File: src/ostt_pkg.sv
// package: register map, field positions and carriers of the os tick timer
package ostt_pkg;

    // ----------------------------------------
    // register offsets
    // ----------------------------------------
    localparam logic [7:0] OSTT_OFF_COUNT = 8'h00;
    localparam logic [7:0] OSTT_OFF_RELOAD = 8'h04;
    localparam logic [7:0] OSTT_OFF_CTRL = 8'h08;

    // ----------------------------------------
    // control field positions and reset values
    // ----------------------------------------
    localparam int OSTT_BIT_ENABLE = 0;
    localparam int OSTT_BIT_RELOAD = 1;
    localparam int OSTT_BIT_START = 2;
    localparam int OSTT_BIT_EXT_HALT_EN = 3;
    localparam int OSTT_BIT_FW_HALT = 4;
    localparam logic [4:0] OSTT_CTRL_RST = 5'h00;
    localparam logic [31:0] OSTT_COUNT_RST = 32'h0000_0000;
    localparam logic [31:0] OSTT_RELOAD_RST = 32'h0000_0000;

    // ----------------------------------------
    // carriers
    // ----------------------------------------
    typedef struct packed {
        logic fw_halt;
        logic ext_halt_en;
        logic start;
        logic auto_reload;
        logic enable;
    } ostt_ctrl_t;

    typedef struct packed {
        logic req;
        logic wr;
        logic [7:0] addr;
        logic [31:0] wdata;
    } ostt_bus_req_t;

    typedef enum logic [1:0] {
        OSTT_IDLE = 2'b00,
        OSTT_RUN = 2'b01,
        OSTT_DONE = 2'b11
    } ostt_state_t;

endpackage

File: src/ostt_down_counter.sv
// module: loadable down counter, WIDTH bits (2 to 32, default 32)
`timescale 1ns/100ps
module ostt_down_counter
#(
    parameter int WIDTH = 32
)
(
    // clock and reset
    input wire logic clock_i,
    input wire logic resetn_i,
    // control
    input wire logic clear_i,
    input wire logic load_i,
    input wire logic [WIDTH-1:0] load_value_i,
    input wire logic dec_i,
    // state
    output logic [WIDTH-1:0] count_o
);
    import ostt_pkg::*;

    if (WIDTH < 2 || WIDTH > 32)
    begin
        $error("ostt_down_counter: WIDTH must be 2..32");
    end

    // clear beats load beats decrement
    always_ff @(posedge clock_i or negedge resetn_i)
    begin
        if (!resetn_i)
        begin
            count_o <= OSTT_COUNT_RST[WIDTH-1:0];
        end
        else if (clear_i)
        begin
            count_o <= '0;
        end
        else if (load_i)
        begin
            count_o <= load_value_i;
        end
        else if (dec_i && count_o != '0)
        begin
            count_o <= count_o - WIDTH'(1);
        end
    end
endmodule

File: src/ostt_sync.sv
// module: three-stage input synchroniser with agreement filter
`timescale 1ns/100ps
module ostt_sync
(
    // clock and reset
    input wire logic clock_i,
    input wire logic resetn_i,
    // data
    input wire logic async_i,
    output logic sync_o
);
    logic s1_q;
    logic s2_q;
    logic s3_q;

    always_ff @(posedge clock_i or negedge resetn_i)
    begin
        if (!resetn_i)
        begin
            s1_q <= 1'b0;
            s2_q <= 1'b0;
            s3_q <= 1'b0;
            sync_o <= 1'b0;
        end
        else
        begin
            s1_q <= async_i;
            s2_q <= s1_q;
            s3_q <= s2_q;
            // only a level that stood two samples counts
            if (s2_q == s3_q)
            begin
                sync_o <= s3_q;
            end
        end
    end
endmodule

File: src/ostt_top.sv
// module: os tick timer control, registers and count sequencing
//
// Notes on behaviour
// firmware halt bit 4 freezes the counter
// bit 3 permits external halt input
// start bit loads reload value, counts down; the code loads only when the same write also sets enable bit 0
// clearing start zeroes count, no interrupt
// one-shot clears start on expiry
// reload mode self-clears start only with a zero reload value
// reload and count both zero clear start
// reload bit 0: stop in done state
// reload bit 1: restart from reload value
// enable 0 stops timer, lowest power
// enable falling edge restores all defaults
// registers always accessible, even when disabled
// interrupt on count step from one, to zero or to the reload value
// external halt high holds, low resumes
// zero reload: finish, then clear start
// running reload write waits for reload
// running counter decrements once per tick
// halt freezes count, start bit unchanged
`timescale 1ns/100ps
module ostt_top
#(
    parameter int WIDTH = 32
)
(
    // clock and reset
    input wire logic clock_i,
    input wire logic resetn_i,
    // register port
    input wire ostt_pkg::ostt_bus_req_t bus_req_i,
    output logic [31:0] bus_rdata_o,
    output logic bus_ack_o,
    // timer side
    input wire logic ext_halt_i,
    output logic [WIDTH-1:0] current_tick_count_o,
    output logic [WIDTH-1:0] reload_value_o,
    output logic irq_o,
    output logic timer_clk_en_o
);
    import ostt_pkg::*;

    // the count and the register readback share one 32-bit word
    if (WIDTH < 2 || WIDTH > 32)
    begin
        $error("ostt_top: WIDTH must be 2..32");
    end

    // ----------------------------------------
    // declarations
    // ----------------------------------------
    ostt_ctrl_t ctrl_q;
    ostt_state_t state_q;
    logic [WIDTH-1:0] reload_q;
    logic [WIDTH-1:0] count;
    logic ext_halt_s;
    logic enable_fall;
    logic wr_ctrl;
    logic wr_reload;
    logic start_set;
    logic start_clr;
    logic halted;
    logic running;
    logic expire;
    logic cnt_clear;
    logic cnt_load;
    logic [31:0] wdata;
    logic rd_req;
    logic wr_req;
    logic sel_count;
    logic sel_reload;
    logic sel_ctrl;
    logic stop_at_end;
    logic zero_idle;

    // ----------------------------------------
    // address decode
    // ----------------------------------------
    always_comb
    begin
        sel_count = 1'b0;
        sel_reload = 1'b0;
        sel_ctrl = 1'b0;
        if (bus_req_i.addr == OSTT_OFF_COUNT)
        begin
            sel_count = 1'b1;
        end
        else if (bus_req_i.addr == OSTT_OFF_RELOAD)
        begin
            sel_reload = 1'b1;
        end
        else if (bus_req_i.addr == OSTT_OFF_CTRL)
        begin
            sel_ctrl = 1'b1;
        end
    end

    assign wdata = bus_req_i.wdata;
    assign rd_req = bus_req_i.req && !bus_req_i.wr;
    assign wr_req = bus_req_i.req && bus_req_i.wr;
    assign wr_ctrl = wr_req && sel_ctrl;
    assign wr_reload = wr_req && sel_reload;
    assign enable_fall = wr_ctrl && ctrl_q.enable && !wdata[OSTT_BIT_ENABLE];
    assign start_set = wr_ctrl && !ctrl_q.start && wdata[OSTT_BIT_START];
    assign start_clr = wr_ctrl && ctrl_q.start && !wdata[OSTT_BIT_START];

    // ----------------------------------------
    // halt input and gating
    // ----------------------------------------
    ostt_sync u_halt_sync
    (
        .clock_i(clock_i),
        .resetn_i(resetn_i),
        .async_i(ext_halt_i),
        .sync_o(ext_halt_s)
    );

    // either halt source freezes the count; start is left alone
    assign halted = ctrl_q.fw_halt || (ctrl_q.ext_halt_en && ext_halt_s);
    assign running = ctrl_q.enable && ctrl_q.start && state_q == OSTT_RUN && !halted;
    assign expire = running && count == WIDTH'(1);
    // a count that ends in one-shot, or with no reload value to take, drops start
    assign stop_at_end = expire && (!ctrl_q.auto_reload || reload_q == '0);
    assign zero_idle = ctrl_q.start && reload_q == '0 && count == '0;

    // ----------------------------------------
    // counter
    // ----------------------------------------
    assign cnt_clear = enable_fall || start_clr;
    // a reload write never touches the count in progress; it is used at the next load
    assign cnt_load = (start_set && wdata[OSTT_BIT_ENABLE]) || (expire && ctrl_q.auto_reload);

    ostt_down_counter #(.WIDTH(WIDTH)) u_count
    (
        .clock_i(clock_i),
        .resetn_i(resetn_i),
        .clear_i(cnt_clear),
        .load_i(cnt_load),
        .load_value_i(reload_q),
        // one-shot steps from one to zero on the last tick; in reload mode the load wins
        .dec_i(running),
        .count_o(count)
    );

    // ----------------------------------------
    // registers
    // ----------------------------------------
    // writes are taken whatever the enable bit says
    always_ff @(posedge clock_i or negedge resetn_i)
    begin
        if (!resetn_i)
        begin
            reload_q <= OSTT_RELOAD_RST[WIDTH-1:0];
        end
        else if (enable_fall)
        begin
            reload_q <= OSTT_RELOAD_RST[WIDTH-1:0];
        end
        else if (wr_reload)
        begin
            reload_q <= wdata[WIDTH-1:0];
        end
    end

    always_ff @(posedge clock_i or negedge resetn_i)
    begin
        if (!resetn_i)
        begin
            ctrl_q <= OSTT_CTRL_RST;
        end
        else if (enable_fall)
        begin
            ctrl_q <= OSTT_CTRL_RST;
        end
        else if (wr_ctrl)
        begin
            ctrl_q.fw_halt <= wdata[OSTT_BIT_FW_HALT];
            ctrl_q.ext_halt_en <= wdata[OSTT_BIT_EXT_HALT_EN];
            ctrl_q.auto_reload <= wdata[OSTT_BIT_RELOAD];
            ctrl_q.enable <= wdata[OSTT_BIT_ENABLE];
            // starting with a zero reload value drops straight back
            ctrl_q.start <= wdata[OSTT_BIT_START] && !(start_set && reload_q == '0);
        end
        else if (zero_idle)
        begin
            ctrl_q.start <= 1'b0;
        end
        else if (stop_at_end)
        begin
            ctrl_q.start <= 1'b0;
        end
    end

    // ----------------------------------------
    // sequencing
    // ----------------------------------------
    always_ff @(posedge clock_i or negedge resetn_i)
    begin
        if (!resetn_i)
        begin
            state_q <= OSTT_IDLE;
        end
        else if (cnt_clear)
        begin
            state_q <= OSTT_IDLE;
        end
        else
        begin
            case (state_q)
                OSTT_IDLE:
                begin
                    if (cnt_load)
                    begin
                        state_q <= OSTT_RUN;
                    end
                end
                OSTT_RUN:
                begin
                    if (stop_at_end)
                    begin
                        state_q <= OSTT_DONE;
                    end
                end
                OSTT_DONE:
                begin
                    if (cnt_load)
                    begin
                        state_q <= OSTT_RUN;
                    end
                end
                default:
                begin
                    state_q <= OSTT_IDLE;
                end
            endcase
        end
    end

    // ----------------------------------------
    // outputs
    // ----------------------------------------
    always_ff @(posedge clock_i or negedge resetn_i)
    begin
        if (!resetn_i)
        begin
            irq_o <= 1'b0;
            timer_clk_en_o <= 1'b0;
        end
        else
        begin
            // firmware clearing start in the cycle of expire masks the interrupt
            irq_o <= expire && !cnt_clear;
            timer_clk_en_o <= ctrl_q.enable && ctrl_q.start;
        end
    end

    always_ff @(posedge clock_i or negedge resetn_i)
    begin
        if (!resetn_i)
        begin
            current_tick_count_o <= OSTT_COUNT_RST[WIDTH-1:0];
            reload_value_o <= OSTT_RELOAD_RST[WIDTH-1:0];
        end
        else
        begin
            current_tick_count_o <= count;
            reload_value_o <= reload_q;
        end
    end

    // read answer one cycle after the request; unmapped reads return zero
    always_ff @(posedge clock_i or negedge resetn_i)
    begin
        if (!resetn_i)
        begin
            bus_rdata_o <= 32'h0000_0000;
            bus_ack_o <= 1'b0;
        end
        else
        begin
            bus_ack_o <= bus_req_i.req;
            if (!rd_req)
            begin
                bus_rdata_o <= 32'h0000_0000;
            end
            else if (sel_count)
            begin
                bus_rdata_o <= 32'(count);
            end
            else if (sel_reload)
            begin
                bus_rdata_o <= 32'(reload_q);
            end
            else if (sel_ctrl)
            begin
                bus_rdata_o <= {27'h000_0000, ctrl_q};
            end
            else
            begin
                bus_rdata_o <= 32'h0000_0000;
            end
        end
    end
endmodule

File: config.mk
export PLATFORM = sky130hd
export DESIGN_NAME = ostt_top
export DESIGN_NICKNAME = d
export VERILOG_FILES = /design/src/ostt_pkg.sv /design/src/ostt_down_counter.sv /design/src/ostt_sync.sv /design/src/ostt_top.sv
export SDC_FILE = /design/constraint.sdc
export NUM_CORES = 1
export LEC_CHECK = 0
export ABC_AREA = 0
export ABC_CLOCK_PERIOD_IN_PS = 3400
export BUFFER_PORTS_ARGS = -buffer_cell sky130_fd_sc_hd__buf_4
export CORE_MARGIN = 2
export CORE_UTILIZATION = 35
export CTS_CLUSTER_DIAMETER = 120
export CTS_CLUSTER_SIZE = 25
export DETAILED_ROUTE_END_ITERATION = 12
export GPL_TIMING_DRIVEN = 0
export PLACE_DENSITY = 0.6
export SLEW_MARGIN = 40
export SYNTH_ARGS = -nofsm -noshare
export SYNTH_HDL_FRONTEND = slang
export SYNTH_SLANG_ARGS = --single-unit
export TNS_END_PERCENT = 100
File: constraint.sdc
create_clock -name clock_i -period 3.4 [get_ports clock_i]
set_clock_uncertainty 0.1 [all_clocks]
set_input_delay 0.51 -clock clock_i [delete_from_list [all_inputs] [get_ports clock_i]]
set_output_delay 0.51 -clock clock_i [all_outputs]
set_load 0.02 [all_outputs]
Word level (Yosys, flattened, before mapping)
Index checks and enable logic that the tools add are counted.
{"block": "word_totals", "regBits": 174, "latchBits": 0, "ramBits": 0, "romBits": 0, "elab_cells": 99, "memories": 0}
{"block": "classes", "add_sub_neg": 1, "mul": 0, "n_div": 0, "n_lt_le_gt_ge": 0, "n_eq_ne": 8, "shifts": 0, "muxes": 25, "n_bitwise": 0, "n_reduce_logical": 47}
{"op": "two-way mux 32 bit", "count": 8}
{"op": "logical NOT 32 bit", "count": 2}
{"op": "== test 32 x 1 -> 1 bit, second input constant", "count": 1}
{"op": "nonzero test 32 bit", "count": 1}
{"op": "subtractor 32 x 1 -> 32 bit, second input constant", "count": 1}
{"op": "logical AND 1 bit", "count": 24}
{"op": "two-way mux 2 bit", "count": 5}
{"op": "two-way mux 5 bit", "count": 2}
{"op": "two-way mux 1 bit", "count": 9}
{"op": "== test 8 x 3 -> 1 bit, second input constant", "count": 1}
{"op": "== test 8 x 4 -> 1 bit, second input constant", "count": 1}
{"op": "logical NOT 1 bit", "count": 8}
{"op": "logical NOT 8 bit", "count": 1}
{"op": "logical OR 1 bit", "count": 4}
{"op": "case mux 2 bit (2 select lines)", "count": 1}
{"op": "nonzero test 2 bit", "count": 2}
{"op": "nonzero test 4 bit", "count": 1}
{"op": "!= test 3 x 1 -> 1 bit, second input constant", "count": 1}
{"op": "!= test 3 bit, second input constant", "count": 1}
{"op": "nonzero test 3 bit", "count": 1}
{"op": "== test 2 x 1 -> 1 bit, second input constant", "count": 1}
{"op": "== test 2 bit, second input constant", "count": 1}
{"op": "logical NOT 2 bit", "count": 1}
{"op": "AND reduction 2 bit", "count": 1}
{"op": "other kinds (2)", "count": 2}

Depth between registers and ports, before layout
{"block": "depth", "word_depth": 12, "mapped_depth": 10, "depth_no_buf": 9}

By module
From an unflattened synthesis, not the netlist that was laid out.
{"block": "hier_totals", "hier_cells": 627, "hier_area_um2": 7116.8}
{"mod": "ostt_top", "n_inst": 1, "cells_each": 381, "area_per_inst_um2": 4959.8, "seq_area_each_um2": 3453.3}
{"mod": "ostt_down_counter", "n_inst": 1, "cells_each": 241, "area_per_inst_um2": 2045.7, "seq_area_each_um2": 800.8}
{"mod": "ostt_sync", "n_inst": 1, "cells_each": 5, "area_per_inst_um2": 111.4, "seq_area_each_um2": 100.1}

Least setup slack after synthesis
OpenSTA, ideal clock, no wires.
{"block": "synth_path", "path_type": "reg2reg", "start": "register u_count.count_o[29]", "end": "register u_count.count_o[21]", "t_arrival_ns": 2.134, "t_required_ns": 3.164, "path_slack_ns": 1.030, "stages_incl_launch_ff": 9, "path_cell_list": "dfrtp_1 > or3_1 > or2_0 > buf_2 > nor4_4 > or2_2 > nand2_2 > a211oi_1 > nor3_1"}
{"block": "synth_between", "elab_chain_len": 6}
{"item": "start, declared", "line": "ostt_down_counter.sv:17", "rtl": "output logic [WIDTH-1:0] count_o"}
{"item": "start signal, assigned", "line": "ostt_down_counter.sv:31", "rtl": "count_o <= OSTT_COUNT_RST[WIDTH-1:0];"}
{"item": "start signal, assigned", "line": "ostt_down_counter.sv:39", "rtl": "count_o <= load_value_i;"}
{"item": "start signal, assigned", "line": "ostt_down_counter.sv:43", "rtl": "count_o <= count_o - WIDTH'(1);"}
{"item": "== test 32 x 1 -> 1 bit", "line": "ostt_top.sv:122", "rtl": "assign expire = running && count == WIDTH'(1);"}
{"item": "logical AND 1 bit", "line": "ostt_top.sv:122"}
{"item": "logical AND 1 bit", "line": "ostt_top.sv:132", "rtl": "assign cnt_load = (start_set && wdata[OSTT_BIT_ENABLE]) || (expire && ctrl_q.auto_reload);"}
{"item": "logical OR 1 bit", "line": "ostt_top.sv:132"}
{"item": "two-way mux 32 bit", "line": "ostt_down_counter.sv:37", "rtl": "else if (load_i)"}
{"item": "two-way mux 32 bit", "line": "ostt_down_counter.sv:33", "rtl": "else if (clear_i)"}
Parallel ways exist; a longest one is shown, timed or not.
A chain may end at the register's enable or synchronous reset.

Worst setup path after layout
{"block": "layout_path", "start": "register u_count.count_o[0]", "end": "register u_count.count_o[21]"}
{"block": "layout_between", "elab_chain_len": 6}
{"item": "branches (longest 6 deep; another with subtractor 32 x 1 -> 32 bit)"}
Several ways; the timed one is not identified. The select of a mux whose other input is x is not followed.

==> flow_summary.yaml <==
synth:
  syn-num-nets: 678
  ys_warn_count: 0
  synth_edf_count: 0
  syn_area_um2: 7159
  syn_avg_cell_area_um2: 11.38
  ys_ff_latch: 174
  netlist.top_cell.by_area: "dfrtp_1"
  yosysUniqueCellTypes: 54
  synth_top_area_frac: 0.6082
  ys.flop_type: "dfrtp_1"
  synth_seq_area_share: 0.6082
  synth_cells: 629
  async_reset_ff_frac: 1.000
  synth_top_cells_by_area: "dfrtp_1 61%, mux2i_1 8.9%, nor2_1 7.1%"
pwr:
  swShare: 0.2379
  p_int_w: 0.003296
  pwr_density_cell_nw_per_um2: 471.0
  p_seq_frac: 0.498
  p_switching_w: 0.001029
  peakVddDrop_uv: 343.1
  power.total_w: 0.004325
  p_comb_frac: 0.075
  clock_power_share: 0.427
  power_leakage_nw: 4.952
route:
  routed_wl_mm: 18.60
  wl_per_cell_um: 17.30
  via_count: 5313
  drt-pass1-iter-count: 5
  viasPerCell: 4.942
  drtIter0Drc: 335
  post-route-drc-count: 0
  postRouteAntennaNets: 0
final_layout:
  fin_util: 0.4553
  instances_no_fill: 1075
  layout_common_cells: "174 x dfrtp_1, 140 x buf_4, 136 x nor2_1, 64 x mux2i_1, 41 x nor3_1"
  num-fill-cells: 1977
  layout_commonest_cell: "dfrtp_1"
  fin_nets: 841
  drive_gt1_frac: 0.2472
  antenna_cells: 0
  fin_area_um2: 9183
  area_growth_pct: 28.26
sta:
  rsz0062_at_grt: "no"
  tightest_slew_ns: 0.8274
  fin_setup_tns_ns: 0
  finalCritPeriodShare: 0.8661
  fmax_ghz: 0.3396
  fin_crit_ns: 2.945
  finalHoldViolations: 0
  setup_viol: 0
  relSlewSlack: 0.4484
  slew_viol_final: 0
clock_tree:
  cts_tree: "built"
  clk_pin_slew_ns: 0.07
  clkSinkCount: 174
  clkLatencyLatePin_ns: 0.43
  clock_path_buffers: 2
  cts_root_buf: "clkbuf_16"
  cts-resized-gates: 0
  h-tree-depth: 4
  cts_inserted_buffers: 17
setup_path:
  r2r_cells: 9
  path_class: "reg2reg"
  cp_max_fo: 10
  cp-start-kind: "flop"
  cp_data_required_time_ns: 3.58
  endpoint_kind: "flop"
  critPathArrivalTime_ns: 3.12
die:
  start_util: 0.3550
  fp.dieH_um: 147.0
  dieArea_um2: 21610
  die_w_um: 147.0
  core-area_um2: 20170
  pin_count: 144
  row_count: 52
outcome:
  status: "complete, no violations"
global_route:
  grt_pass1_vias: 5296
  overflow: 0
  grt_pass1_wl_mm: 29.72
  track_usage: 0.1796
  antenna_found_initial: 0
  grt_max_degree: 78
placement:
  gp_congestion: 0.8395
  placedCellCount: 1042
  place_area_um2: 8620
  hpwl_mm: 13.39
  portBuffers: 141
min_path:
  hold_depth: 1
  min_path_type: "in2reg"
job:
  drv_cap: 0
state kept, by name, summed over array words and instances (netlist names):
signal	count
reload_q	32
state_q	2
ctrl_q	5
u_halt_sync.s2_q	1
bus_ack_o	1
bus_rdata_o	32
u_halt_sync.s3_q	1
irq_o	1
timer_clk_en_o	1
u_halt_sync.sync_o	1
u_halt_sync.s1_q	1
reload_value_o	32
u_count.count_o	32
current_tick_count_o	32
critical path, cell delays in order (launching register included):
cell and delay [ns]:
dfrtp_1 0.45, inv_1 0.12, ha_1 0.14, clkbuf_1 0.36, nand3_1 0.28, nor4_4 0.58
or2_2 0.27, nand2_2 0.09, a211oi_1 0.31, nor3_1 0.09
synthesized netlist by cell type (2+ instances only):
cell type	n
a211oi_1	5
a21boi_0	3
a21o_1	3
a21oi_1	10
and2_1	3
and3_1	5
buf_2	5
clkbuf_1	24
dfrtp_1	174
ha_1	4
inv_1	6
mux2i_1	64
nand2_1	21
nand2b_1	4
nand3_1	13
nand3b_1	3
nand4_1	6
nand4b_1	2
nor2_1	136
nor2b_1	2
nor3_1	41
nor3_2	2
nor3b_1	2
nor4_1	20
nor4_2	2
nor4_4	4
o211ai_1	4
o21ai_0	6
o41a_1	2
or2_2	5
or3_1	5
xor2_1	21
cells by family (layout without fill, tap and decap cells):
kind of cell             Yosys count  count (layout)  synth area share
AO/OA/AOI/OAI                     40              40           0.04037
XOR/XNOR                          22              22           0.02691
adder cells (fa/ha/maj)            5               5          0.008389
buffers and inverters             37             213           0.02132
flip-flops                       174             174            0.6082
multiplexers                      64              64           0.08948
AND/OR/NAND/NOR                  287             287            0.2054
cell type report:
cell class | instances | area (um^2) | share of cell area
clock inverters | 9 | 85.08 | 0.009266
plain buffers | 31 | 131.4 | 0.01431
multi-input cells | 418 | 2653 | 0.2889
clock buffers | 23 | 467.9 | 0.05096
well taps | 270 | 337.8 | 0.03679
repair buffers | 144 | 1131 | 0.1232
flip-flops and latches | 174 | 4354 | 0.4742
inverters | 6 | 22.52 | 0.002453
stage by stage:
step                hold slack, ns  worst slack [ns]
CTS                        0.06840            0.4582
global route               0.06624            0.2193
global placement            0.2357            0.3756
finish                     0.08648            0.4553
detailed placement          0.2373            0.3670
floorplan                   0.1144             1.030
per-layer routing:
metal	vias up	wire (um)	track usage
met1	2650	8388	0.2495
met5	-	0	0
li1	2504	-	-
met3	10	907	0.04410
met4	0	139	0.04375
met2	149	9163	0.2862
path summary, 6_finish.rpt:
check | startpoint | to | slack [ns]
setup reg to reg | u_count.count_o[0]$_DFFE_PN0P_ | u_count.count_o[21]$_DFFE_PN0P_ | 0.46
min in group asynchronous | resetn_i | reload_value_o[20]$_DFF_PN0_ | 0.48
hold reg to reg | u_halt_sync.s1_q$_DFF_PN0_ | u_halt_sync.s2_q$_DFF_PN0_ | 0.25
max in group asynchronous | resetn_i | u_count.count_o[6]$_DFFE_PN0P_ | 2.04
hold / removal | ext_halt_i | u_halt_sync.s1_q$_DFF_PN0_ | 0.09
setup / recovery | u_count.count_o[0]$_DFFE_PN0P_ | u_count.count_o[21]$_DFFE_PN0P_ | 0.46
power by group through the flow:
| stage | registers [W] | logic (W) | clock network [W] |
|---|---|---|---|
| 6_report | 0.00215 | 0.000324 | 0.00185 |
| 3_3_place_gp | 0.00219 | 0.000314 | 0 |
| 5_1_grt | 0.00216 | 0.000359 | 0.00197 |
| 2_1_floorplan | 0.00220 | 0.000145 | 0 |
| 3_5_place_dp | 0.00219 | 0.000327 | 0 |
| 4_1_cts | 0.00215 | 0.000330 | 0.00189 |
timing repair:
item | CTS | global route
buffers inserted | 0 | 0
hold buffers | 1 | 0
hold endpoints to repair | 42 | 0
Power figures use the tool's default switching activity.
